File: src/rtl/mdo_pkg.sv
/*
 * mdo_pkg: constants and carrier types for the motor drive output stage.
 * assumes a single 10 MHz system clock; the pwm periods and duty counts are derived from it.
 */
package mdo_pkg;
  localparam int CLK_HZ     = 10_000_000;
  localparam int INV_PWM_HZ = 25_000;
  localparam int SM_PWM_HZ  = 50_000;
  // duty endpoints in tenths of a percent
  localparam int INV_MIN_PM = 2;
  localparam int INV_MAX_PM = 998;
  localparam int SM_MAX_PM  = 996;

  localparam int CNT_W  = 9;
  localparam int CMD_W  = 16;
  localparam int STEP_W = 16;
  localparam int AXES   = 8;
  localparam int OUT_N  = 8;
  localparam int IDX_W  = 3;
  localparam int SCALE_SH = CMD_W - 1;

  localparam int INV_PERIOD = CLK_HZ / INV_PWM_HZ;
  localparam int SM_PERIOD  = CLK_HZ / SM_PWM_HZ;
  localparam int INV_MID    = INV_PERIOD / 2;
  // least duty rounds up, greatest rounds down
  localparam int INV_MIN_HI = (INV_PERIOD * INV_MIN_PM + 999) / 1000;
  localparam int INV_MAX_HI = (INV_PERIOD * INV_MAX_PM) / 1000;
  localparam int SM_MAX_HI  = (SM_PERIOD * SM_MAX_PM) / 1000;
  localparam int INV_SPAN   = INV_MAX_HI - INV_MID;

  localparam logic [CNT_W-1:0] INV_LAST = CNT_W'(INV_PERIOD - 1);
  localparam logic [CNT_W-1:0] SM_LAST  = CNT_W'(SM_PERIOD - 1);
  localparam logic [CMD_W-1:0] CMD_RST  = 16'h0000;
  localparam logic [OUT_N-1:0] OUT_RST  = 8'h00;

  typedef struct packed {
    logic              run;
    logic              dir;
    logic              pol_high;
    logic [STEP_W-1:0] half_period;
  } mdo_step_cfg_t;

  typedef struct packed {
    logic             set_bit;
    logic             clr_bit;
    logic             port_wr;
    logic [IDX_W-1:0] idx;
    logic [OUT_N-1:0] data;
  } mdo_out_cmd_t;
endpackage

File: src/rtl/mdo_drive.sv
/*
 * mdo_drive: one axis of motor drive output (command word, amp enable,
 * inverter / sign-magnitude pwm or step and direction), the shared
 * position-error output and a bank of general purpose outputs.
 * assumes all inputs are synchronous to clock; the servo filter supplies
 * a new command with a one-cycle sample strobe and the pin wire is
 * resolved outside from pwm_step_out and pwm_step_oe_n.
 */
`timescale 1ns/10ps
module mdo_drive (
  // clock and reset
  input  wire logic                              clock,
  input  wire logic                              rst_n,
  // command from the servo filter
  input  wire logic signed [mdo_pkg::CMD_W-1:0]  motor_cmd,
  input  wire logic                              sample_stb,
  input  wire logic                              motor_off,
  input  wire logic [mdo_pkg::CMD_W-1:0]         offset_level_setting,
  // mode and safety
  input  wire logic                              sign_magnitude_select,
  input  wire logic                              stepper_mode,
  input  wire logic                              pwm_enable,
  input  wire logic                              abort_n,
  input  wire logic                              off_on_error_setting,
  input  wire logic                              amp_on_cmd,
  input  wire mdo_pkg::mdo_step_cfg_t            step_cfg,
  // position error of every axis
  input  wire logic [mdo_pkg::AXES-1:0][mdo_pkg::CMD_W-1:0] pos_err_mag,
  input  wire logic [mdo_pkg::CMD_W-1:0]         error_limit_setting,
  // general outputs command
  input  wire mdo_pkg::mdo_out_cmd_t             out_cmd,
  // outputs
  output logic [mdo_pkg::CMD_W-1:0]              motor_cmd_out,
  output logic                                   amp_enable,
  output logic                                   pwm_step_out,
  output logic                                   pwm_step_oe_n,
  output logic                                   sign_dir_out,
  output logic                                   error_out_n,
  output logic [mdo_pkg::OUT_N-1:0]              gp_out
);
  import mdo_pkg::*;

  logic               rst_meta_reg, rst_sync_reg;
  logic [CMD_W-1:0]   cmd_reg, cmd_next;
  logic               trip_reg;
  logic [CNT_W-1:0]   pwm_cnt_reg, duty_reg;
  logic               sign_reg;
  logic               sign_out_reg;
  logic [CNT_W:0]     gap_cnt_reg;
  logic [STEP_W-1:0]  step_cnt_reg;
  logic               step_phase_reg, step_dir_reg;
  logic [OUT_N-1:0]   gp_reg, gp_next;
  logic               pwm_out_reg, oe_n_reg, amp_reg, err_n_reg;

  // reset release through two flops; the first is read only by the second
  always_ff @(posedge clock or negedge rst_n) begin
    if (!rst_n) begin
      rst_meta_reg <= 1'b0;
      rst_sync_reg <= 1'b0;
    end else begin
      rst_meta_reg <= 1'b1;
      rst_sync_reg <= rst_meta_reg;
    end
  end

  // command word
  assign cmd_next = motor_off  ? offset_level_setting :
                    sample_stb ? motor_cmd : cmd_reg;

  // mode decode; a stepper without the select fitted is not honoured
  wire stepper  = stepper_mode & sign_magnitude_select;
  wire sm_servo = sign_magnitude_select & ~stepper;
  wire [CNT_W-1:0] last = sm_servo ? SM_LAST : INV_LAST;
  wire period_end = (pwm_cnt_reg == last) || (pwm_cnt_reg > last);

  // inverter duty: mid plus scaled signed command, clamped
  wire signed [24:0] inv_prod = $signed(cmd_reg) * 25'(INV_SPAN);
  wire signed [24:0] inv_raw  = 25'(INV_MID) + (inv_prod >>> SCALE_SH);
  wire [CNT_W-1:0] inv_hi =
    (inv_raw < 25'(INV_MIN_HI)) ? CNT_W'(INV_MIN_HI) :
    (inv_raw > 25'(INV_MAX_HI)) ? CNT_W'(INV_MAX_HI) :
                                  inv_raw[CNT_W-1:0];
  // sign-magnitude duty from magnitude
  wire              cmd_neg = cmd_reg[CMD_W-1];
  wire [CMD_W:0]    mag     = cmd_neg ? 17'(-$signed({1'b1, cmd_reg}))
                                      : {1'b0, cmd_reg};
  wire [24:0]       sm_prod = 25'(mag) * 25'(SM_MAX_HI);
  wire [24:0]       sm_sh   = sm_prod >> SCALE_SH;
  wire [CNT_W-1:0]  sm_hi   = (sm_sh > 25'(SM_MAX_HI)) ? CNT_W'(SM_MAX_HI)
                                                       : sm_sh[CNT_W-1:0];
  wire pwm_level = pwm_cnt_reg < duty_reg;

  // step generator: equal high and low halves
  wire [STEP_W-1:0] half_last = step_cfg.half_period - 16'h0001;
  wire step_go  = stepper & step_cfg.run & (step_cfg.half_period != 16'h0000);
  wire step_tgl = step_go & (step_cnt_reg >= half_last);
  wire step_lvl = step_phase_reg ^ ~step_cfg.pol_high;

  // error compare across axes
  logic [AXES-1:0] over;
  genvar g;
  generate
    for (g = 0; g < AXES; g++) begin : g_err
      assign over[g] = pos_err_mag[g] > error_limit_setting;
    end
  endgenerate
  wire any_over = |over;

  // amp trip: latched on abort or error, released by amp_on_cmd
  wire trip_set  = ~abort_n | (off_on_error_setting & any_over);
  wire trip_next = trip_set | (trip_reg & ~amp_on_cmd);

  // general outputs; port write first, then set, then clear
  always_comb begin
    gp_next = gp_reg;
    if (out_cmd.port_wr) begin
      gp_next = out_cmd.data;
    end else if (out_cmd.set_bit) begin
      gp_next[out_cmd.idx] = 1'b1;
    end else if (out_cmd.clr_bit) begin
      gp_next[out_cmd.idx] = 1'b0;
    end
  end

  wire drive = sign_magnitude_select | pwm_enable;
  wire out_next  = stepper ? step_lvl : (drive & pwm_level);
  // direction only moves while the step line is idle or at pulse start
  wire dir_load  = ~step_phase_reg;
  wire sign_next = stepper ? step_dir_reg : sign_reg;

  always_ff @(posedge clock or negedge rst_n) begin
    if (!rst_n) begin
      cmd_reg        <= CMD_RST;
      trip_reg       <= 1'b1;
      pwm_cnt_reg    <= '0;
      duty_reg       <= '0;
      sign_reg       <= 1'b0;
      step_cnt_reg   <= '0;
      step_phase_reg <= 1'b0;
      step_dir_reg   <= 1'b0;
      gp_reg         <= OUT_RST;
    end else if (!rst_sync_reg) begin
      trip_reg       <= 1'b1;
    end else begin
      cmd_reg     <= cmd_next;
      trip_reg    <= trip_next;
      gp_reg      <= gp_next;
      pwm_cnt_reg <= period_end ? '0 : pwm_cnt_reg + 9'h001;
      if (period_end) begin
        duty_reg <= sm_servo ? sm_hi : inv_hi;
        sign_reg <= cmd_neg;
      end
      step_cnt_reg <= (step_tgl | ~step_go) ? '0 : step_cnt_reg + 16'h0001;
      if (step_tgl) begin
        step_phase_reg <= ~step_phase_reg;
      end else if (!step_go) begin
        step_phase_reg <= 1'b0;
      end
      if (dir_load) begin
        step_dir_reg <= step_cfg.dir;
      end
    end
  end

  // pin stage; tristate under reset, driven low after release if fitted
  always_ff @(posedge clock or negedge rst_n) begin
    if (!rst_n) begin
      pwm_out_reg  <= 1'b0;
      oe_n_reg     <= 1'b1;
      amp_reg      <= 1'b0;
      err_n_reg    <= 1'b1;
      sign_out_reg <= 1'b0;
    end else if (!rst_sync_reg) begin
      pwm_out_reg  <= 1'b0;
      oe_n_reg     <= ~sign_magnitude_select;
      amp_reg      <= 1'b0;
      err_n_reg    <= 1'b1;
      sign_out_reg <= 1'b0;
    end else begin
      pwm_out_reg  <= out_next;
      oe_n_reg     <= ~(drive | stepper);
      amp_reg      <= ~trip_next;
      err_n_reg    <= ~any_over;
      // registered beside the pin so polarity and pulse move together
      sign_out_reg <= sign_next;
    end
  end

  // cycles between inverter wraps, kept apart from the pwm counter;
  // all ones marks an unknown start, e.g. after a mode change
  always_ff @(posedge clock or negedge rst_n) begin
    if (!rst_n) begin
      gap_cnt_reg <= '1;
    end else if (!rst_sync_reg || sign_magnitude_select) begin
      gap_cnt_reg <= '1;
    end else if (pwm_cnt_reg == INV_LAST) begin
      gap_cnt_reg <= '0;
    end else if (gap_cnt_reg != '1) begin
      gap_cnt_reg <= gap_cnt_reg + 10'h001;
    end
  end

  assign motor_cmd_out = cmd_reg;
  assign amp_enable    = amp_reg;
  assign pwm_step_out  = pwm_out_reg;
  assign pwm_step_oe_n = oe_n_reg;
  assign sign_dir_out  = sign_out_reg;
  assign error_out_n   = err_n_reg;
  assign gp_out        = gp_reg;
endmodule

File: config.mk
export PLATFORM = sky130hd
export DESIGN_NAME = mdo_drive
export DESIGN_NICKNAME = d
export VERILOG_FILES = /design/src/rtl/mdo_pkg.sv /design/src/rtl/mdo_drive.sv
export SDC_FILE = /design/constraint.sdc
export NUM_CORES = 1
export LEC_CHECK = 0
export BUFFER_PORTS_ARGS = -buffer_cell sky130_fd_sc_hd__buf_2
export CORE_AREA = 3 3 175 177
export CTS_CLUSTER_SIZE = 28
export DETAILED_ROUTE_END_ITERATION = 8
export DIE_AREA = 0 0 178 180
export PLACE_DENSITY = 0.8
export RECOVER_POWER = 50
export SLEW_MARGIN = 0
export SYNTH_ARGS = -nofsm -noshare
export SYNTH_HDL_FRONTEND = slang
export SYNTH_SLANG_ARGS = --single-unit
File: constraint.sdc
create_clock -name clock -period 6 [get_ports clock]
set_input_delay 1.2 -clock clock [delete_from_list [all_inputs] [get_ports clock]]
set_output_delay 1.2 -clock clock [all_outputs]
set_load 0.01 [all_outputs]
==> flow_metrics.tcl, run 1 <==
set metrics [dict create \
    outcome "finished, violations left" \
    violations "capacitance limit, slew limit" \
    r2r_cells 21 \
    cts_buffer_depth 2 \
    crit_fanout 6 \
    syn_nets 2098 \
    regToRegEndpoint "duty_reg[2]$_DFFE_PN0P_" \
    die_w_um 178 \
    grt_pass1_wl_um 56400 \
    synth_top_area_cell "ha_1" \
    yosys.area_share.adder 0.414 \
    synth_top_family_by_area "adder cells" \
    ff2ff_setup_slack_ns 0.14 \
    power_w 0.00878 \
    finalNetCount 2373 \
    globalRoute.busiestLayer "met2" \
    worstMarginPinSlew_ns 3.79 \
    grt_max_degree 70 \
    arrival_ns 6.07 \
    wl_um 35100 \
    clkSinkCount 69 \
    synth_top_area_share 0.298 \
    maxSlewHeadroom -1.53 \
    hp-class "flip-flop to flip-flop" \
    ir_worst_vdd_v 0.000497 \
    first_iter_violations 620 \
    synthCells 1490 \
    drt_pass1_iterations 5 \
    synth_compound_area_frac 0.179 \
    ys_ff_latch 69 \
    min_period_ns 5.86 \
    via_count 11800 \
    critPathRequiredTime_ns 6.21 \
    muxShareOfSynthArea 0.0239 \
    hp-start "rst_meta_reg$_DFF_PN0_" \
    area.growth.synth_to_final_pct 19.3 \
    synth_edf_count 0 \
    antenna_found_initial 3 \
    grt.met2_usage 0.360 \
    fin_crit_sh 0.977 \
    placed_area_mm2 0.0150 \
    yosysUniqueCellTypes 86 \
    grt_util_met1 0.280 \
    syn_area_per_cell_um2 8.82 \
    gp_congestion 0.928 \
    yosysMostFrequentCell "ha_1" \
    overflow 0 \
    synth_top_flop_cell "dfrtp_1" \
    h-tree-depth 3 \
    synth_simple_gate_area_frac 0.125 \
    cts.reportedPaths.clkPinSlew_ns 0.07 \
    setup-violations-final 0 \
    hold_depth 0 \
    grt_usage 0.212 \
    placementRows 63 \
    ios 248 \
    coreArea_mm2 0.0294 \
    viasPerCell 5.44 \
    cp-end-kind "flip-flop" \
    port_buffers 247 \
    maxSlewViolCount 101 \
    pwr_density_cell_mw_per_mm2 560 \
    ys_top_cells_by_count "313 x ha_1, 246 x inv_1, 87 x nand2_1" \
    fin_area_mm2 0.0157 \
    holdPathEnd "rst_sync_reg$_DFF_PN0_" \
    async_flop_share 1.00 \
    wl_per_cell_um 16.2 \
    dieArea_mm2 0.0320 \
    fmaxAchievable_mhz 171 \
    clockRootBuffer "clkbuf_16" \
    final_util 0.533 \
    initial_core_util 0.447 \
    grtUsageMet3 0.0281 \
    finalHoldViolCount 0 \
    max-cap-violations 2 \
    worstSkewPairLatency_ns 0.35 \
    p_leak_nw 8.37 \
    yosysSeqAreaShare 0.132 \
    r2r_start "motor_cmd_out[10]$_DFFE_PN0P_" \
    cts_tree "yes" \
    drcViolationCount 0 \
    start_kind "flip-flop" \
    ys_warn_count 0 \
    cts_inserted_buffers 9 \
    grt_pass1_vias 11900 \
    dp_hpwl_um 29300 \
    criticalPathCategory "flip-flop to flip-flop" \
    yosys-top-cells-area "ha_1 30%, dfrtp_1 13%, fa_1 12%" \
    finalClockSkew_ns 0.00801 \
    layout-drive-gt1-share 0.208 \
    die_y_um 180 \
    synth_area_mm2 0.0131 \
    synth-xor-area-share 0.0494 \
    ant_nets 0 \
]
==> where the power goes <==
group / total (W) / switching [W] / leakage [nW] / internal, W
Sequential: 0.000644 / 0.0000894 / 0.860 / 0.000555
Clock: 0.000559 / 0.000232 / 0.143 / 0.000327
Combinational: 0.00758 / 0.00433 / 7.37 / 0.00324
Total: 0.00878 / 0.00465 / 8.37 / 0.00413
==> layer usage <==
metal	share of wire	routed length [um]
met2	0.48	16800
met5	0.00037	13
met3	0.054	1880
met1	0.44	15600
met4	0.023	814
==> kinds of logic (layout without fill, tap and decap cells) <==
family	after synthesis	after routing
adders and majority gates	389	389
muxes	31	31
AOI/OAI and AO/OA	337	337
xor gates and xnor gates	72	72
buffers and inverters	270	550
other	1	4
DFF	69	69
and+or+nand+nor	321	321
==> cells in the final DEF (no fill, tap or decap), drive strengths merged, types with 14 or more instances in the layout <==
master,synthesis,final
o21ai,76,76
mux2i,28,28
a21o,52,52
nand2b,14,14
fa,76,76
inv,246,249
o21a,29,29
a21oi,64,64
nand4,32,32
nor2b,17,17
nand2,87,87
nand3,32,32
nor3,23,23
xnor2,48,48
xor2,24,24
a211oi,20,20
nor2,61,61
clkbuf,20,21
ha,313,313
buf,4,276
dfrtp,66,66
==> cell type report <==
type | count | area [um2]
fillers | 2546 | 13700
clock buffers | 9 | 225
flip-flops and latches | 69 | 1740
multi-input cells | 1151 | 10700
diodes | 3 | 7.51
repair buffers | 288 | 1530
inverters | 246 | 923
clock inverters | 7 | 80.1
well taps | 390 | 488
==> how the worst max path moves through the flow <==
stage                                             start                      end  depth (start not counted)
after floorplan           motor_cmd_out[15]$_DFFE_PN0P_  duty_reg[1]$_DFFE_PN0P_                         23
after global placement     motor_cmd_out[9]$_DFFE_PN0P_  duty_reg[7]$_DFFE_PN0P_                         20
after detailed placement   motor_cmd_out[9]$_DFFE_PN0P_  duty_reg[1]$_DFFE_PN0P_                         20
after CTS                  motor_cmd_out[8]$_DFFE_PN0P_  duty_reg[1]$_DFFE_PN0P_                         20
after global routing      motor_cmd_out[10]$_DFFE_PN0P_  duty_reg[2]$_DFFE_PN0P_                         21
final                     motor_cmd_out[10]$_DFFE_PN0P_  duty_reg[2]$_DFFE_PN0P_                         21
==> metrics by stage <==
| step | setup WS [ns] | instances | hold slack (ns) | setup TNS, ns |
|---|---|---|---|---|
| 2_1_floorplan | 0.0145 | 1490 | 0.331 | 0 |
| 3_3_place_gp | 0.135 | 2134 | 0.332 | 0 |
| 3_5_place_dp | -0.0867 | 2134 | 0.336 | -0.250 |
| 4_1_cts | 0.00563 | 2150 | 0.351 | 0 |
| 5_1_grt | -0.168 | 2162 | 0.365 | -0.789 |
| 6_report | 0.139 | 2163 | 0.356 | 0 |
==> worst max-delay path, cell delays in order, from the launching register on <==
cell and delay, ns:
dfrtp_2 0.44, buf_6 0.14, fa_1 0.45, ha_1 0.32, fa_1 0.49, inv_1 0.06, fa_1 0.55, inv_1 0.08
ha_4 0.28, nand4_1 0.11, a211oi_1 0.45, or4_4 0.22, o2111a_2 0.24, or3_4 0.15, and2_4 0.16, ha_4 0.16
o21ai_1 0.07, or4b_4 0.56, nor4_4 0.30, a21oi_2 0.10, o31ai_4 0.27, o221ai_1 0.16
==> timing repair <==
action / in CTS / in global routing
hold buffers: 0 / 0
setup endpoints to repair: 4 / 9
gates resized for setup: 3 / 53
pin swaps: 0 / 19
setup buffers: 0 / 10
Power figures use the tool's default switching activity.
==> inputs of run 2 (changes only) <==
RECOVER_POWER = 100   (was 50)
==> flow_metrics.tcl, run 2 (same netlist as run 1, synthesis figures left out) <==
set metrics [dict create \
    fin_cells 2163 \
    drcViolationCount 0 \
    dp_hpwl_um 29300 \
    cts_tree "yes" \
    start_kind "flip-flop" \
    grt_usage 0.212 \
    dp.cells 2134 \
    wl_per_cell_um 16.2 \
    violations "capacitance limit, slew limit" \
    ios 248 \
    p_sw_w 0.00467 \
    via_count 11800 \
    pwr-share-seq 0.073 \
    cts.reportedPaths.clkPinSlew_ns 0.06 \
    ir_worst_vdd_v 0.000497 \
    layout-drive-gt1-share 0.199 \
    hold_depth 0 \
    critPathBufInv 3 \
    crit_fanout 6 \
    grt_pass1_wl_um 56400 \
    h-tree-depth 3 \
    finalClockSkew_ns 0.00635 \
    viasPerCell 5.43 \
    die_y_um 180 \
    cp_cell_sequence "buf_6, fa_1, ha_1, fa_1, inv_1, fa_1, inv_1, ha_4, nand4_1, a211oi_1, or4_4, o2111a_2, or3_4, and2_4, ha_4, o21ai_1, or4b_4, nor4_4, a21oi_2, o31ai_4, o221ai_1" \
    maxSlewHeadroom -1.51 \
    finalHoldViolCount 0 \
    setup-violations-final 0 \
    final_common_cell "ha_1" \
    fillCellCount 2554 \
    r2r_cells 21 \
    ant_nets 0 \
    worstMarginPinSlew_ns 3.77 \
    outcome "finished, violations left" \
    dieArea_mm2 0.0320 \
    maxSlewViolCount 103 \
    first_iter_violations 595 \
    fmaxAchievable_mhz 170 \
    wl_um 35100 \
    cts_buffer_depth 2 \
    p_leak_nw 8.33 \
    port_buffers 247 \
    drt_pass1_iterations 5 \
    hp-class "flip-flop to flip-flop" \
    cp-end-kind "flip-flop" \
    antenna_found_initial 4 \
    worstSkewPairLatency_ns 0.35 \
    finalNetCount 2373 \
    critPathRequiredTime_ns 6.21 \
    path_common_cell "fa_1" \
    criticalPathCategory "flip-flop to flip-flop" \
    pwr_density_cell_mw_per_mm2 562 \
    internal_power_w 0.00412 \
    arrival_ns 6.10 \
    overflow 0 \
    cts_inserted_buffers 9 \
    cp.depth 21 \
    slowest_delay_ns 0.56 \
    clockRootBuffer "clkbuf_16" \
    p_clk_frac 0.064 \
    hold_buffers 0 \
    die_w_um 178 \
    min_period_ns 5.88 \
    clkSinkCount 69 \
    area.growth.synth_to_final_pct 19.0 \
    critPathTopFamily "adder cells" \
    power_w 0.00879 \
    grt_pass1_vias 11900 \
    initial_core_util 0.447 \
    gp_congestion 0.928 \
    crit_path_top_delay_cell "or4b_4" \
    p_sw_frac 0.531 \
    grt_max_degree 70 \
    power_frac_comb 0.863 \
    coreArea_mm2 0.0294 \
    placementRows 63 \
    layout_common_cells "303 x ha_1, 243 x inv_1, 230 x buf_2" \
    max-cap-violations 2 \
    fin_crit_sh 0.981 \
]
-- run 2: cell types whose count changed in the layout (fill, tap and decap cells not counted), sizes merged --
cell    change
buf        -13
clkbuf     +13
-- run 2: worst paths after layout --
check / startpoint / to / slack (ns)
max reg2reg: motor_cmd_out[10]$_DFFE_PN0P_ / duty_reg[2]$_DFFE_PN0P_ / 0.12
min reg2reg: rst_meta_reg$_DFF_PN0_ / rst_sync_reg$_DFF_PN0_ / 0.36
min: rst_meta_reg$_DFF_PN0_ / rst_sync_reg$_DFF_PN0_ / 0.36
max: motor_cmd_out[10]$_DFFE_PN0P_ / duty_reg[2]$_DFFE_PN0P_ / 0.12
min in group asynchronous: rst_n / motor_cmd_out[15]$_DFFE_PN0P_ / 2.26
max in group asynchronous: rst_n / motor_cmd_out[9]$_DFFE_PN0P_ / 1.37
-- run 2: final cells by class --
| cell class | instances | area, um2 | share of cell area |
|---|---|---|---|
| Clock inverter | 7 | 80.1 | 0.00512 |
| Inverter | 246 | 923 | 0.0591 |
| Antenna cell | 3 | 7.51 | 0.000480 |
| Sequential cell | 69 | 1740 | 0.111 |
| Tap cell | 390 | 488 | 0.0312 |
| Timing Repair Buffer | 288 | 1500 | 0.0960 |
| Multi-Input combinational cell | 1151 | 10700 | 0.683 |
| Clock buffer | 9 | 225 | 0.0144 |
-- run 2: power groups by stage --
stage | Combinational, W | Clock [W] | Sequential (W)
3_3_place_gp | 0.00660 | 0 | 0.000646
3_5_place_dp | 0.00684 | 0 | 0.000651
4_1_cts | 0.00693 | 0.000567 | 0.000645
2_1_floorplan | 0.00512 | 0 | 0.000652
5_1_grt | 0.00850 | 0.000587 | 0.000658
6_report | 0.00758 | 0.000560 | 0.000644
-- run 2: metal layers --
metal  global-route usage  wire length [um]
met2                0.360             16700
met1                0.280             15700
met3               0.0281              1860
met5                    0                13
met4               0.0631               824
-- run 2: repair_timing --
action                                  4_1_cts  5_1_grt
pin swaps                                     0       19
gates resized for setup                       3       53
setup buffers                                 0       10
endpoints found under the setup margin        4        9
-- run 2: worst reg2reg max path, delay by kind of cell, from the launching register on --
family | cells | cell delay (ns)
AOI/OAI and AO/OA | 6 | 1.29
adders and majority gates | 6 | 2.25
buffers and inverters | 3 | 0.29
DFF | 1 | 0.44
and+or+nand+nor | 6 | 1.51
-- run 2: metrics by stage --
step	hold slack (ns)	utilization	cell area, um2	TNS, ns	setup WS, ns
detailed placement	0.336	0.511	15000	-0.250	-0.0867
CTS	0.351	0.521	15300	0	0.00563
global placement	0.332	0.511	15000	0	0.135
global route	0.365	0.532	15600	-0.851	-0.179
floorplan	0.331	-	13100	0	0.0145
finish	0.356	0.532	15600	0	0.117
==> inputs of run 3 (changes only) <==
CORE_AREA = 2 2 174 176   (was 3 3 175 177)
DIE_AREA = 0 0 176 178   (was 0 0 178 180)
==> flow_metrics.tcl, run 3 (same netlist as run 1, synthesis figures left out) <==
set metrics [dict create \
    outcome "finished, violations left" \
    violations "capacitance limit, slew limit" \
    power_frac_comb 0.867 \
    drt_pass1_iterations 5 \
    hp-class "flip-flop to flip-flop" \
    gp_congestion 0.974 \
    initial_core_util 0.447 \
    maxSlewViolCount 70 \
    via_count 11900 \
    ios 248 \
    die_y_um 178 \
    top_layer "met4" \
    dp_hpwl_um 28900 \
    wl_um 35200 \
    fin_area_mm2 0.0158 \
    port_buffers 247 \
    area.growth.synth_to_final_pct 20.2 \
    pwr-share-seq 0.071 \
    layout-drive-gt1-share 0.216 \
    hold_buffers 0 \
    fin_crit_sh 0.970 \
    h-tree-depth 3 \
    cts_tree "yes" \
    cts.reportedPaths.clkPinSlew_ns 0.07 \
    grt_pass1_vias 11900 \
    met1_length_um 16000 \
    p_clk_frac 0.061 \
    grt_pass1_wl_um 56600 \
    met2_length_um 16700 \
    criticalPathCategory "flip-flop to flip-flop" \
    start_kind "flip-flop" \
    drcViolationCount 0 \
    met3_wirelength_um 1670 \
    finalClockSkew_ns 0.00812 \
    finalHoldViolCount 0 \
    p_sw_w 0.00483 \
    cp-end-kind "flip-flop" \
    fin_cells 2172 \
    ir_worst_vdd_v 0.000494 \
    fmaxAchievable_mhz 172 \
    overflow 0 \
    first_iter_violations 820 \
    critPathRequiredTime_ns 6.21 \
    worstSkewPairLatency_ns 0.34 \
    ant_nets 0 \
    internal_power_w 0.00425 \
    grt_usage 0.221 \
    grt_max_degree 70 \
    dp.cells 2136 \
    maxSlewHeadroom -1.58 \
    setup-violations-final 0 \
    hold-worst-slack_ns 0.366 \
    die_w_um 176 \
    fillCellCount 2571 \
    clockRootBuffer "clkbuf_16" \
    coreArea_mm2 0.0294 \
    pwr_density_cell_mw_per_mm2 575 \
    wl_per_cell_um 16.2 \
    antenna_found_initial 6 \
    final_common_cell "ha_1" \
    finalNetCount 2379 \
    arrival_ns 6.03 \
    max-cap-violations 1 \
    cts_buffer_depth 2 \
    clkSinkCount 69 \
    worstMarginPinSlew_ns 3.87 \
    crit_fanout 8 \
    layout_common_cells "302 x ha_1, 242 x inv_1, 234 x buf_2" \
    cts_inserted_buffers 9 \
    placed_area_mm2 0.0150 \
    p_sw_frac 0.532 \
    p_leak_nw 8.39 \
    min_period_ns 5.82 \
    dieArea_mm2 0.0313 \
    placementRows 63 \
    viasPerCell 5.46 \
]
## run 3: metrics by stage
step / total power (W) / setup WS [ns] / TNS, ns / util
2_1_floorplan: 0.00578 / 0.0145 / 0 / -
3_3_place_gp: 0.00733 / 0.0711 / 0 / 0.511
3_5_place_dp: 0.00763 / -0.0302 / -0.0854 / 0.511
4_1_cts: 0.00828 / 0.0252 / 0 / 0.522
5_1_grt: 0.0101 / -0.0834 / -0.431 / 0.537
6_report: 0.00908 / 0.179 / 0 / 0.537
## run 3: timing repair
action	in CTS	in global routing
buffers inserted	0	14
resized for setup	2	70
setup endpoints to repair	3	9
pin swaps	0	24
## run 3: cell type report
class | count | area [um2] | area share
clock inverters | 7 | 82.6 | 0.00523
well taps | 390 | 488 | 0.0309
multi-input cells | 1151 | 10800 | 0.681
clock buffers | 9 | 225 | 0.0143
repair buffers | 294 | 1550 | 0.0984
inverters | 246 | 923 | 0.0584
flip-flops and latches | 69 | 1740 | 0.110
diodes | 6 | 15.0 | 0.000950
## run 3: power by group through the flow
| stage | Clock [W] | Sequential, W | Combinational [W] |
|---|---|---|---|
| floorplan | 0 | 0.000652 | 0.00512 |
| global placement | 0 | 0.000645 | 0.00669 |
| detailed placement | 0 | 0.000651 | 0.00698 |
| CTS | 0.000567 | 0.000645 | 0.00707 |
| global route | 0.000588 | 0.000662 | 0.00880 |
| finish | 0.000557 | 0.000647 | 0.00787 |
## run 3: path summary, 6_finish.rpt
kind	start	cells after the start	to	slack (ns)
setup / recovery	motor_cmd_out[9]$_DFFE_PN0P_	20	duty_reg[7]$_DFFE_PN0P_	0.18
hold reg to reg	rst_meta_reg$_DFF_PN0_	0	rst_sync_reg$_DFF_PN0_	0.37
max in group asynchronous	rst_n	2	motor_cmd_out[8]$_DFFE_PN0P_	1.27
setup reg to reg	motor_cmd_out[9]$_DFFE_PN0P_	20	duty_reg[7]$_DFFE_PN0P_	0.18
hold / removal	rst_meta_reg$_DFF_PN0_	0	rst_sync_reg$_DFF_PN0_	0.37
min in group asynchronous	rst_n	2	motor_cmd_out[14]$_DFFE_PN0P_	2.30
## run 3: worst max-delay path, stage by stage, from the launching register on
cell and delay, ns:
dfrtp_2 0.49, fa_1 0.58, ha_4 0.22, fa_1 0.56
inv_1 0.07, fa_1 0.53, inv_1 0.06, ha_4 0.16
a21oi_1 0.18, nor2_1 0.09, or4_4 0.51, o2111a_2 0.31
o21ai_2 0.13, and2_4 0.17, ha_4 0.14, o21ai_0 0.09
or4b_4 0.57, nor4_4 0.35, a21oi_4 0.08, o31ai_4 0.28
o221ai_2 0.12
## run 3: metal layers
layer	global-route usage	vias to the layer above
met2	0.383	383
met4	0.0592	0
met5	0	-
met1	0.294	5583
li1	-	5811
met3	0.0262	75
